File: src/verilog/lch_pkg.sv
`default_nettype none
package lch_pkg;

  // ----------------------------------------
  // register map
  // ----------------------------------------
  localparam logic [7:0] LED9_CURRENT_LEVEL_OFS        = 8'h2B;
  localparam logic [7:0] DOUBLE_PULSE_ENABLE_SELECT_OFS = 8'h2C;
  localparam logic [7:0] LED6_EVEN_PULSE_CURRENT_OFS   = 8'h2D;

  localparam int CODE_MSB    = 6;
  localparam int CODE_W      = 7;
  localparam int DP_CH_N     = 4;
  localparam int DP_CH9_BIT  = 3;
  localparam int DP_CH8_BIT  = 2;
  localparam int DP_CH7_BIT  = 1;
  localparam int DP_CH6_BIT  = 0;

  localparam logic [6:0] LED9_CURRENT_RST  = 7'h00;
  localparam logic [3:0] DP_ENABLE_RST     = 4'h0;
  localparam logic [6:0] LED6_EVEN_RST     = 7'h00;
  localparam logic [7:0] UNMAPPED_READ     = 8'h00;

  // ----------------------------------------
  // full-scale selection, in quarter-milliamp units
  // ----------------------------------------
  localparam logic [5:0] FS_SEL_25MA   = 6'h02;
  localparam logic [5:0] FS_SEL_12MA5  = 6'h0C;
  localparam logic [5:0] FS_SEL_8MA25  = 6'h16;
  localparam logic [5:0] FS_SEL_6MA25  = 6'h20;
  localparam logic [5:0] FS_SEL_5MA    = 6'h2A;
  localparam logic [6:0] FS_Q_25MA     = 7'h64;
  localparam logic [6:0] FS_Q_12MA5    = 7'h32;
  localparam logic [6:0] FS_Q_8MA25    = 7'h21;
  localparam logic [6:0] FS_Q_6MA25    = 7'h19;
  localparam logic [6:0] FS_Q_5MA      = 7'h14;
  localparam logic [6:0] FS_Q_NONE     = 7'h00;
  localparam int         DRIVE_W       = 21;

  // ----------------------------------------
  // serial bus engine
  // ----------------------------------------
  localparam logic [3:0] BITS_PER_BYTE = 4'h8;

  typedef enum logic [2:0] {
    ST_IDLE = 3'b000,
    ST_DEV  = 3'b001,
    ST_PTR  = 3'b010,
    ST_WR   = 3'b011,
    ST_RD   = 3'b100
  } lch_state_t;

endpackage
`default_nettype wire

File: src/verilog/lch_regs.sv
// Operation
// RULE1: channel-9 current register at 0x2B, code in bits 6:0, bit 7 reserved.
// RULE2: every channel code is scaled by the global full-scale selection field.
// RULE3: selections 02,0C,16,20,2A give 25,12.5,8.25,6.25,5 mA full scale.
// RULE4: code 00 gives zero, 7F full scale, nonlinear in between.
// RULE5: double-pulse enable register at 0x2C, bits 3:0 used, 7:4 reserved.
// RULE6: enable bit 3 belongs to channel 9.
// RULE7: enable bit 2 belongs to channel 8.
// RULE8: enable bit 1 belongs to channel 7.
// RULE9: enable bit 0 belongs to channel 6.
// RULE10: enabled channel uses its double-pulse settings on every even pulse.
// RULE11: disabled channel ignores double-pulse settings, normal settings only.
// RULE12: channel-6 even-pulse current register sits at 0x2D.
// RULE13: even-pulse current register holds a 7-bit code in bits 6:0.
// RULE14: reserved bits read zero and ignore writes.
`default_nettype none
module lch_regs
  import lch_pkg::*;
#(
  parameter logic [6:0] DEV_ADDR = 7'h35, // arbitrary bus address
  parameter int         CH_N     = 4
)
(
  input  wire logic                          ref_clk,
  input  wire logic                          arst_n,
  input  wire logic                          sclIn,
  input  wire logic                          sdaIn,
  output var  logic                          sdaOut,
  output var  logic                          sdaOeN,
  input  wire logic [5:0]                    levelSet,
  input  wire logic [lch_pkg::DP_CH_N-1:0]   evenPulse,
  input  wire logic [lch_pkg::CODE_MSB:0]    led6NormalCode,
  input  wire logic [lch_pkg::CODE_MSB:0]    led9EvenCode,
  output var  logic [lch_pkg::DRIVE_W-1:0]   ch9Drive,
  output var  logic [lch_pkg::DRIVE_W-1:0]   ch6Drive,
  output var  logic [lch_pkg::DP_CH_N-1:0]   doublePulseApply,
  output var  logic [lch_pkg::DP_CH_N-1:0]   doublePulseOn
);
  import lch_pkg::*;

  if (CH_N != DP_CH_N)
  begin : g_bad_ch
    $error("lch_regs: only four double-pulse channels are supported");
  end

  // ----------------------------------------
  // pin synchronisers
  // ----------------------------------------
  logic sclS1;
  logic sclS2;
  logic sclS3;
  logic sdaS1;
  logic sdaS2;
  logic sdaS3;

  always_ff @(posedge ref_clk or negedge arst_n)
  begin
    if (!arst_n)
    begin
      {sclS1, sclS2, sclS3} <= 3'h7;
      {sdaS1, sdaS2, sdaS3} <= 3'h7;
    end
    else
    begin
      {sclS1, sclS2, sclS3} <= {sclIn, sclS1, sclS2};
      {sdaS1, sdaS2, sdaS3} <= {sdaIn, sdaS1, sdaS2};
    end
  end

  wire sclRise = sclS2 & ~sclS3;
  wire sclFall = ~sclS2 & sclS3;
  // start and stop only count while the clock line is steady high
  wire busStart = sclS2 & sclS3 & ~sdaS2 & sdaS3;
  wire busStop  = sclS2 & sclS3 & sdaS2 & ~sdaS3;

  // ----------------------------------------
  // registers and read decode
  // ----------------------------------------
  logic [CODE_MSB:0]  led9CurrentCode;
  logic [DP_CH_N-1:0] doublePulseEnable;
  logic [CODE_MSB:0]  led6EvenCode;
  logic [7:0]         ptr;

  function automatic logic [7:0] read_of(input logic [7:0] a,
                                         input logic [6:0] c9,
                                         input logic [3:0] en,
                                         input logic [6:0] c6);
    read_of = (a == LED9_CURRENT_LEVEL_OFS)        ? {1'b0, c9} :       // RULE1 RULE14
              (a == DOUBLE_PULSE_ENABLE_SELECT_OFS) ? {4'h0, en} :       // RULE5 RULE14
              (a == LED6_EVEN_PULSE_CURRENT_OFS)    ? {1'b0, c6} :       // RULE12 RULE14
              UNMAPPED_READ;
  endfunction

  wire [7:0] ptrNext   = ptr + 8'h01;
  wire [7:0] rdNow     = read_of(ptr, led9CurrentCode, doublePulseEnable, led6EvenCode);
  wire [7:0] rdNext    = read_of(ptrNext, led9CurrentCode, doublePulseEnable, led6EvenCode);

  // ----------------------------------------
  // serial bus engine
  // ----------------------------------------
  lch_state_t state;
  logic [7:0] sh;
  logic [3:0] bitCnt;
  logic       ackPhase;

  wire byteDone  = sclFall & ~ackPhase & (bitCnt == BITS_PER_BYTE);
  wire addrHit   = (sh[7:1] == DEV_ADDR);
  wire wrStrobe  = byteDone & (state == ST_WR);
  wire wrLed9    = wrStrobe & (ptr == LED9_CURRENT_LEVEL_OFS);
  wire wrDp      = wrStrobe & (ptr == DOUBLE_PULSE_ENABLE_SELECT_OFS);
  wire wrLed6E   = wrStrobe & (ptr == LED6_EVEN_PULSE_CURRENT_OFS);

  always_ff @(posedge ref_clk or negedge arst_n)
  begin
    if (!arst_n)
    begin
      state    <= ST_IDLE;
      sh       <= 8'h00;
      bitCnt   <= 4'h0;
      ackPhase <= 1'b0;
      ptr      <= 8'h00;
      sdaOeN   <= 1'b1;
    end
    else if (busStart)
    begin
      state    <= ST_DEV;
      bitCnt   <= 4'h0;
      ackPhase <= 1'b0;
      sdaOeN   <= 1'b1;
    end
    else if (busStop)
    begin
      state    <= ST_IDLE;
      ackPhase <= 1'b0;
      sdaOeN   <= 1'b1;
    end
    else if (state != ST_IDLE)
    begin
      if (sclRise)
      begin
        if (!ackPhase)
        begin
          sh     <= {sh[6:0], sdaS2};
          bitCnt <= bitCnt + 4'h1;
        end
        else if (state == ST_RD && sdaOeN)
        begin
          // the ack after the read address is ours; only the master's ack slot
          // may move the pointer, else the first byte would come from ptr+1
          // master nack ends the read burst
          if (sdaS2)
            state <= ST_IDLE;
          else
          begin
            sh  <= rdNext;
            ptr <= ptrNext;
          end
        end
      end
      else if (sclFall)
      begin
        if (ackPhase)
        begin
          ackPhase <= 1'b0;
          bitCnt   <= 4'h0;
          sdaOeN   <= (state == ST_RD) ? sh[7] : 1'b1;
        end
        else if (bitCnt == BITS_PER_BYTE)
        begin
          ackPhase <= 1'b1;
          case (state)
            ST_DEV:
            begin
              if (addrHit)
              begin
                sdaOeN <= 1'b0;
                state  <= sh[0] ? ST_RD : ST_PTR;
                sh     <= rdNow;
              end
              else
                state <= ST_IDLE;
            end
            ST_PTR:
            begin
              ptr    <= sh;
              sdaOeN <= 1'b0;
              state  <= ST_WR;
            end
            ST_WR:
            begin
              // pointer auto-increments for burst writes
              ptr    <= ptrNext;
              sdaOeN <= 1'b0;
            end
            default:
              sdaOeN <= 1'b1;
          endcase
        end
        else if (state == ST_RD)
          sdaOeN <= sh[7];
      end
    end
  end

  // ----------------------------------------
  // register writes
  // ----------------------------------------
  always_ff @(posedge ref_clk or negedge arst_n)
  begin
    if (!arst_n)
    begin
      led9CurrentCode   <= LED9_CURRENT_RST;
      doublePulseEnable <= DP_ENABLE_RST;
      led6EvenCode      <= LED6_EVEN_RST;
      sdaOut            <= 1'b0;
    end
    else
    begin
      if (wrLed9)
        led9CurrentCode <= sh[CODE_MSB:0];              // RULE1 RULE14
      if (wrDp)
        doublePulseEnable <= sh[DP_CH_N-1:0];           // RULE5 RULE14
      if (wrLed6E)
        led6EvenCode <= sh[CODE_MSB:0];                 // RULE12 RULE13 RULE14
      sdaOut <= 1'b0;
    end
  end

  // ----------------------------------------
  // current scaling
  // ----------------------------------------
  // square law matches the low end of the schedule: 1,4,9 over 16129
  wire [6:0] fullScale =
    (levelSet == FS_SEL_25MA)  ? FS_Q_25MA  :           // RULE3
    (levelSet == FS_SEL_12MA5) ? FS_Q_12MA5 :
    (levelSet == FS_SEL_8MA25) ? FS_Q_8MA25 :
    (levelSet == FS_SEL_6MA25) ? FS_Q_6MA25 :
    (levelSet == FS_SEL_5MA)   ? FS_Q_5MA   :
    FS_Q_NONE;

  logic [DP_CH_N-1:0] next_apply;
  genvar gi;
  for (gi = 0; gi < DP_CH_N; gi++)
  begin : g_dp
    // disabled channel never sees its even-pulse settings
    assign next_apply[gi] = doublePulseEnable[gi] & evenPulse[gi];   // RULE10 RULE11
  end

  wire [6:0] ch9Code = next_apply[DP_CH9_BIT] ? led9EvenCode : led9CurrentCode; // RULE6
  wire [6:0] ch6Code = next_apply[DP_CH6_BIT] ? led6EvenCode : led6NormalCode;  // RULE9

  wire [13:0] ch9Sq = 14'(ch9Code) * 14'(ch9Code);       // RULE4
  wire [13:0] ch6Sq = 14'(ch6Code) * 14'(ch6Code);       // RULE4
  wire [DRIVE_W-1:0] next_ch9Drive = DRIVE_W'(fullScale) * DRIVE_W'(ch9Sq); // RULE2
  wire [DRIVE_W-1:0] next_ch6Drive = DRIVE_W'(fullScale) * DRIVE_W'(ch6Sq); // RULE2

  always_ff @(posedge ref_clk or negedge arst_n)
  begin
    if (!arst_n)
    begin
      ch9Drive         <= '0;
      ch6Drive         <= '0;
      doublePulseApply <= '0;
      doublePulseOn    <= '0;
    end
    else
    begin
      ch9Drive         <= next_ch9Drive;
      ch6Drive         <= next_ch6Drive;
      doublePulseApply <= next_apply;                    // RULE7 RULE8
      doublePulseOn    <= doublePulseEnable;
    end
  end

endmodule
`default_nettype wire

File: config.mk
export PLATFORM = sky130hd
export DESIGN_NAME = lch_regs
export DESIGN_NICKNAME = d
export VERILOG_FILES = /design/src/verilog/lch_pkg.sv /design/src/verilog/lch_regs.sv
export SDC_FILE = /design/constraint.sdc
export NUM_CORES = 1
export LEC_CHECK = 0
export BUFFER_PORTS_ARGS = -buffer_cell sky130_fd_sc_hd__buf_2
export CAP_MARGIN = 20
export CORE_ASPECT_RATIO = 1.4
export CORE_UTILIZATION = 45
export CTS_CLUSTER_SIZE = 30
export DETAILED_ROUTE_END_ITERATION = 10
export GPL_ROUTABILITY_DRIVEN = 1
export GPL_TIMING_DRIVEN = 1
export PLACE_DENSITY = 0.65
export SYNTH_ARGS = -nofsm -noshare
export SYNTH_HDL_FRONTEND = slang
export SYNTH_SLANG_ARGS = --single-unit
File: constraint.sdc
create_clock -name ref_clk -period 27 [get_ports ref_clk]
set_clock_uncertainty 0.15 [all_clocks]
set_input_delay 1.35 -clock ref_clk [delete_from_list [all_inputs] [get_ports ref_clk]]
set_output_delay 1.35 -clock ref_clk [all_outputs]
set_load 0.005 [all_outputs]
-- Word-level counts from Yosys, hierarchy flattened
Cells that the tools add are included.
W data, S select, Z words.
- flip-flop bits (word level): 99
- input bits: 28
- output and inout port bits: 52
- add/sub/neg operators: 2
- multipliers: 4
- eq/ne operators: 31
- mux-type cells: 68
- bitwise gates (word level): 24
- reduce and logical (&&, ||, !) cells: 23
- operators by type and width (operator ; number):
    $mux W8 ; 16
    $mux W7 ; 9
    $eq A8 B6 Y1 const B ; 6
    $mul A7 B14 Y21 ; 2
    $mux W3 ; 12
    $mul A7 B7 Y14 ; 2
    $mux W4 ; 7
    $reduce_and A10 Y1 ; 2
    $reduce_bool A3 Y1 ; 6
    $and A1 B1 Y1 ; 17
    $mux W1 ; 17
    $pmux W8 S2 ; 1
    $eq A6 B6 Y1 const B ; 2
    $mux W6 ; 2
    $mux W5 ; 2
    $reduce_and A5 Y1 ; 2
    $reduce_bool A2 Y1 ; 5
    $reduce_bool A5 Y1 ; 2
    $add A8 B1 Y8 const B ; 1
    $ne A2 B2 Y1 const B ; 4
    $ne A4 B1 Y1 const B ; 2
    $reduce_and A8 Y1 ; 1
    $reduce_bool A4 Y1 ; 2
    $eq A7 B6 Y1 const B ; 1
    20 further kinds ; 29

-- Logic depth before layout (Yosys ltp)
Gate-level depths: netlist (run 1).
- word-level depth: 10
- depth in mapped cells: 34

-- Worst setup path after synthesis (run 1)
OpenSTA, ideal clock, no wires.
- path kind: input -> register
- start point: input port evenPulse[3] in the netlist's numbering
- end point: register ch9Drive[20] in the netlist's numbering
- setup time: 80 ps
- arrival: 9787 ps
- setup slack: 16983 ps
- stages on the path: 33
- path through: and2_1 > buf_2 > mux2i_1 > nor2_1 > ha_1 > xnor2_1 > fa_1 > inv_1 > fa_1 > fa_1 > ha_1 > a211o_1 > a41oi_1 > a21oi_1 > nor2_1 > xor2_1 > nor2_1 > fa_1 > inv_1 > fa_1 > inv_1 > fa_1 > inv_1 > fa_1 > inv_1 > ha_1 > and2_1 > o211a_1 > a41o_1 > or4_4 > a221o_1 > a221oi_2 > xnor2_1
- longest elaborated chain between the ends: 4
- RTL lines (item ; line ; RTL):
    start: declaration ; lch_regs.sv:31 ; input wire logic [lch_pkg::DP_CH_N-1:0] evenPulse,
    $and A1 B1 Y1 ; lch_regs.sv:246 ; assign next_apply[gi] = doublePulseEnable[gi] & evenPulse[gi];
    net next_apply[3] ; lch_regs.sv:241 ; logic [DP_CH_N-1:0] next_apply;
    $mux W7 ; lch_regs.sv:249 ; wire [6:0] ch9Code = next_apply[DP_CH9_BIT] ? led9EvenCode : led9CurrentCode;
    $mul A7 B7 Y14 ; lch_regs.sv:252 ; wire [13:0] ch9Sq = 14'(ch9Code) * 14'(ch9Code);
    $mul A7 B14 Y21 ; lch_regs.sv:254 ; wire [DRIVE_W-1:0] next_ch9Drive = DRIVE_W'(fullScale) * DRIVE_W'(ch9Sq);
    net next_ch9Drive[20] ; lch_regs.sv:254 ;
    end signal: assignment ; lch_regs.sv:268 ; ch9Drive <= next_ch9Drive;
    end: declaration ; lch_regs.sv:34 ; output var logic [lch_pkg::DRIVE_W-1:0] ch9Drive,
The timed path passes the listed nets, and every way through them passes these cells.
A chain may end at the register's enable or synchronous reset.

-- Worst setup path after layout (run 1)
- start point: input port evenPulse[3] in the netlist's numbering
- end point: register ch9Drive[20] in the netlist's numbering
- longest elaborated chain between the ends: 4
- RTL lines (item ; line):
    $and A1 B1 Y1 ; lch_regs.sv:246
    $mux W7 ; lch_regs.sv:249
    $mul A7 B7 Y14 ; lch_regs.sv:252
    $mul A7 B14 Y21 ; lch_regs.sv:254
    net next_ch9Drive[20] ; lch_regs.sv:254
The timed path passes the listed nets, and every way through them passes these cells.

==> results of run 1 <==
[power breakdown]
group	switching (mW)	internal (mW)
sequential	0.0114	0.157
clock	0.0712	0.0654
combinational	0.0788	0.0488
[kinds of logic after synthesis]
logic type | after synthesis
flops | 99
xor+xnor | 68
mux | 40
buf+inv | 224
simple gates | 419
compound gates | 233
fa+ha+maj | 271
other cells | 1
[routing by layer]
metal  global-route usage  share of wire  up-vias
met2                0.380           0.50      239
met5                    0              0        -
met3               0.0311          0.040       67
met4                0.105          0.036        0
met1                0.283           0.43     4748
li1                     -              -     4618
[area by class of cell]
cell class | count | share of cell area
Multi-Input combinational cell | 1032 | 0.668
Inverter | 187 | 0.0527
Sequential cell | 99 | 0.187
Clock inverter | 7 | 0.00554
Antenna cell | 1 | 0.000188
Timing Repair Buffer | 89 | 0.0357
Tap cell | 365 | 0.0343
Clock buffer | 9 | 0.0169
[worst paths after layout]
path	endpoint	slack [ns]	cells past startpoint
min reg2reg	sdaS2	0.22	0
min in group asynchronous	ch9Drive[4]	0.75	1
max in group asynchronous	ch6Drive[12]	24.69	2
min	sdaS2	0.22	0
max	ch9Drive[20]	16.43	33
max reg2reg	ch9Drive[20]	16.94	32
[stage by stage]
stage / worst slack, ns / cells / utilization / power (mW)
finish: 16.43 / 1789 / 0.498 / 0.432
global route: 15.83 / 1788 / 0.498 / 0.461
CTS: 16.44 / 1788 / 0.498 / 0.438
detailed placement: 16.07 / 1772 / 0.487 / 0.298
global placement: 16.29 / 1772 / 0.487 / 0.297
floorplan: 16.98 / 1355 / - / 0.257
[sequential cells by signal (all words and copies together), names as in the netlist, 3 cells and up]
| name | cells |
|---|---|
| ptr | 8 |
| state | 3 |
| led6EvenCode | 7 |
| bitCnt | 4 |
| doublePulseEnable | 4 |
| doublePulseApply | 4 |
| doublePulseOn | 4 |
| ch9Drive | 21 |
| ch6Drive | 21 |
| led9CurrentCode | 7 |
| sh | 8 |
[cells in the final DEF, fill, tap and decap left out, types with 9 or more instances in the layout]
cell type and n:
mux2i_1 17, ha_1 138, nor3_1 13, and2_1 20, nor2b_1 9, o211ai_1 10, mux2_2 23, and3_1 11
nand2_1 92, fa_1 133, o21a_1 10, clkbuf_16 9, dfrtp_1 92, a21o_1 27, buf_4 12, xnor2_1 43
or2_2 16, xor2_1 25, buf_2 77, nand3_1 20, inv_1 187, nand2b_1 17, a31oi_1 12, a21oi_1 53
o21ai_0 54, nor2_1 187
[worst max-delay path, delay by kind of cell]
kind,cells,cell delay (ns)
adder cells (fa/ha/maj),10,4.48
XOR/XNOR,3,0.80
AO/OA/AOI/OAI,7,1.62
AND/OR/NAND/NOR,6,1.49
buffers and inverters,6,0.35
multiplexers,1,0.64
==> impl_results.md, run 1 <==
- Post-synthesis xor/xnor area fraction: 0.0487
- Placed inst area: approximately 0.013 sq mm
- Synth Cell Area: about 0.012 sq mm
- Mean area per synthesized cell: roughly 9.0 sq um
- Filler cells: 2521
- Worst EP arrival: 10.73 ns
- Fin crit period: 10.57 ns
- FF+latch area: between 0.002 and 0.0025 sq mm
- Worst flop-to-flop path startpoint: doublePulseEnable[3]
- Maximum buffer depth of the clock tree: 2
- Fin crit share: 0.392
- Core area: ~0.027 sq mm
- Post-synthesis mux area share: 0.0351
- GR Util All Layers: 0.225
- Die height: a little under 200 um
- CTS Buf Count: 9
- Synth Area in Compound Gates: 0.126
- Worst rel slew slack: 0.300
- Final Cell Area: around 0.013 sq mm
- Critical Path Source: evenPulse[3]
- Critical path class: in -> reg
- Post-CTS setup buffer count: 0
- Mean number of vias per cell: 5.41
- Asr flop ratio synth: 1.00
- Prevailing post-synth register cell: dfrtp_1
- Cell mode on critical path: fa_1
- DP HPWL: about 23000 um
- Hold Path Class: reg -> reg
- Synth unique cells: 66
- Initial antenna violation count: 0
- Synth top area share: 0.218
- Nets: about 1700
- CP endpoint kind: flop
- GPL Wtd Cong: about 0.90
- Root Buffer: clkbuf_16
- Initial Util: 0.457
- Multi-input logic area: 0.00889 sq mm
- DR pass1 iterations: 6
- Chip Width: 141 um
- Ys Warns: 0
- P&R area growth vs syn: 8.94%
- Final hold vios: 0
- Slew Limit Fails: 0
- Starting DRC count in detailed routing: between 400 and 500
- Synth Instances: between 1000 and 1500
- Layout cells sized above 1: 0.112
- TritonCTS clock tree: built
- Clk sinks: 99
- Post-synthesis simple-gate area fraction: 0.158
- Setup_tns: 0 ns
- Syn_nets: between 1500 and 2000
- # setup viols final: 0
- Port Buffer Count: slightly below 80
- P_leak: just over 7 nW
- Post_cts resized: 0
- First-pass GRT wire length: just under 50000 um
- Largest family of logic cells by synthesized area: adder cells
- Max_cap viols: 0
- RSZ-0062 raised after global routing: no
- Cell taking the most area after synthesis: fa_1
- PwrDens: 32.5 mW/mm^2
- Startpoint Class: input port
- Number of flops mapped to enable cells by yosys: 0
- Vias: 9672
- Reg clk slew, reported paths: about 0.080 ns
- # H-tree levels: 3
- Outcome: complete, no violations
- CP max-delay cell: mux2i_1
- Top cells by area, synth: fa_1 22%, dfrtp_1 19%, ha_1 14%
- Num ports: 80
- Worst Max-Slew Pin Slew: 1.05 ns
- Die ar.: roughly 0.028 sq mm
- Min Hold Slack: around 0.22 ns
- Slowest stage delay, CP: 0.64 ns
- Aggregate global routing overflow: 0
- Sequential area share after synthesis: 0.203
- Row count: approximately 70
- Flops & latches, synth: 99
- WL/cell: 16.2 um
- Total routed wirelength: just under 30000 um
- Antenna viol nets, final: 0
- Vias in the first global route: 9977
- Hold Buf Count CTS: 0
- Post-synthesis share of cell area spent on full adders, half adders and majority gates: 0.359
- Data required, critical path: between 20 and 30 ns
- Worst-path fanout max: 9
- Largest net degree at the start of global routing: 72
- Clock latency on the worst-skew pair: just under 0.4 ns
- Worst vdd ir: around 0.025 mV
- Min-Delay Startpoint: sdaS1
- Achievable Freq: approximately 0.095 GHz
- DR DRC count: 0
- Post-synth top cells: 187 x inv_1, 187 x nor2_1, 138 x ha_1, 133 x fa_1
Power figures use the tool's default switching activity.
==> run 2, diff against run 1 <==
Clock period 27 ns to 10.24 ns, I/O delays scaled along.
==> impl_results.md, run 2 (synthesized netlist as in run 1, its figures left out) <==
- Fin crit share: 0.945
- Slowest stage delay, CP: 0.56 ns (-0.08 ns)
- WL/cell: 16.1 um (-0.28%)
- Maximum buffer depth of the clock tree: 2 (unchanged)
- Fin crit period: around 9.7 ns
- Initial antenna violation count: 0 (unchanged)
- Nets: 1735 (+1.0%)
- Root Buffer: clkbuf_16
- Row count: 71 (unchanged)
- Antenna viol nets, final: 0 (unchanged)
- Most frequent cells in the layout: 187 x inv_1, 187 x nor2_1, 138 x ha_1
- Cell mode on critical path: fa_1
- Post-CTS setup buffer count: 0 (unchanged)
- Worst Max-Slew Pin Slew: 1.03 ns (-0.0210 ns)
- P_leak: 7.22 nW (+1.2%)
- PwrDens: 86.0 mW/mm^2 (+160%)
- Die height: 197 um (unchanged)
- TritonCTS clock tree: built
- P&R area growth vs syn: 10.1%
- Mean number of vias per cell: 5.34 (-1.3%)
- Max_cap viols: 0 (unchanged)
- Total routed wirelength: 29100 um (+0.66%)
- Clk sinks: 99 (unchanged)
- Total power: 1.16 mW (+170%)
- Core area: 0.0267 sq mm (unchanged)
- # setup viols final: 0 (unchanged)
- Data required, critical path: 10.41 ns (-16.75 ns)
- RSZ-0062 raised after global routing: no
- Antenna cells: 0 (-1)
- Layout cells sized above 1: 0.123 (+0.0104)
- Chip Width: 141 um (unchanged)
- Biggest regs: ch6Drive (21), ch9Drive (21)
- DP HPWL: 23400 um (+1.7%)
- Hold Path Class: in -> reg
- First-pass GRT wire length: 49100 um (+0.27%)
- Achievable Freq: slightly above 0.1 GHz
- Reg clk slew, reported paths: 0.09 ns (about the same)
- Clock latency on the worst-skew pair: 0.38 ns (about the same)
- Die ar.: 0.0278 sq mm (unchanged)
- Worst vdd ir: 0.0639 mV (+150%)
- CTS Buf Count: 9 (unchanged)
- DR pass1 iterations: 5 (-1)
- CP max-delay cell: fa_1
- Setup_tns: 0 ns (unchanged)
- Port Buffer Count: 78 (unchanged)
- GPL Wtd Cong: 0.924 (+2.9%)
- Starting DRC count in detailed routing: 492 (+12%)
- GR Util All Layers: 0.225 (+0.000636)
- Slew Limit Fails: 0 (unchanged)
- Min Hold Slack: 0.0886 ns (-0.127 ns)
- Vias: 9638 (-0.35%)
- DR DRC count: 0 (unchanged)
- Largest net degree at the start of global routing: 73 (+1.4%)
- Worst rel slew slack: 0.314 (+0.0140)
- Worst-path fanout max: 9 (unchanged)
- CP endpoint kind: flop
- Outcome: complete, no violations
- Num ports: 80 (unchanged)
- Critical path class: reg -> reg
- Aggregate global routing overflow: 0 (unchanged)
- Worst EP arrival: 9.84 ns (-0.89 ns)
- # H-tree levels: 3 (unchanged)
- Startpoint Class: flop
- Vias in the first global route: 9852 (-1.3%)
- Final hold vios: 0 (unchanged)
- Initial Util: 0.457 (unchanged)
==> run 2: per-layer routing <==
| metal | track usage | share of wire | up-vias |
|---|---|---|---|
| met5 | 0 | 0 | - |
| met4 | 0.0918 | 0.030 | 0 |
| met3 | 0.0309 | 0.038 | 56 |
| met2 | 0.393 | 0.51 | 228 |
| met1 | 0.278 | 0.43 | 4712 |
| li1 | - | - | 4642 |
==> run 2: critical path: cells and delay by family (launching register included) <==
family,cells,cell delay [ns]
adders and majority gates,10,4.47
DFF,1,0.45
buffers and inverters,6,0.30
muxes,1,0.49
AOI/OAI and AO/OA,6,1.43
and+or+nand+nor,6,1.51
xor gates and xnor gates,3,0.81
==> run 2: area by class of cell <==
| cell class | count | area [sq um] |
|---|---|---|
| inverters | 187 | 702 |
| clock inverters | 7 | 80.1 |
| repair buffers | 107 | 613 |
| well taps | 365 | 457 |
| clock buffers | 9 | 225 |
| fillers | 2546 | 13300 |
| multi-input cells | 1032 | 8890 |
| flip-flops and latches | 99 | 2490 |
==> run 2: repair_timing <==
item	in CTS	in global routing
gates resized for setup	0	0
hold buffers	1	0
hold endpoints to repair	27	0
endpoints found under the setup margin	0	0
==> run 2: metrics by stage <==
step,cells,cell area [sq um],worst slack [ns],util
4_1_cts,1806,13500,0.581,0.503
3_5_place_dp,1789,13100,0.481,0.491
5_1_grt,1806,13500,0.0656,0.503
6_report,1806,13500,0.565,0.503
3_3_place_gp,1789,13100,0.720,0.491
2_1_floorplan,1355,12200,1.06,-
==> run 2: where the power goes <==
part	switching, mW	leakage [nW]	internal [mW]	total [mW]
clock	0.186	0.146	0.174	0.360
combinational	0.208	5.73	0.145	0.353
sequential	0.0306	1.35	0.413	0.444
==> run 2: path summary, 6_finish.rpt <==
| check | startpoint | to | slack [ns] | cells past startpoint |
|---|---|---|---|---|
| worst max register to register | doublePulseEnable[3] | ch9Drive[20] | 0.57 | 32 |
| worst min-delay path | sdaIn | sdaS1 | 0.09 | 1 |
| max in group asynchronous | arst_n | ch6Drive[11] | 8.21 | 3 |
| worst max-delay path | doublePulseEnable[3] | ch9Drive[20] | 0.57 | 32 |
| worst min register to register | sdaS1 | sdaS2 | 0.21 | 0 |
| min in group asynchronous | arst_n | ch9Drive[11] | 0.46 | 2 |
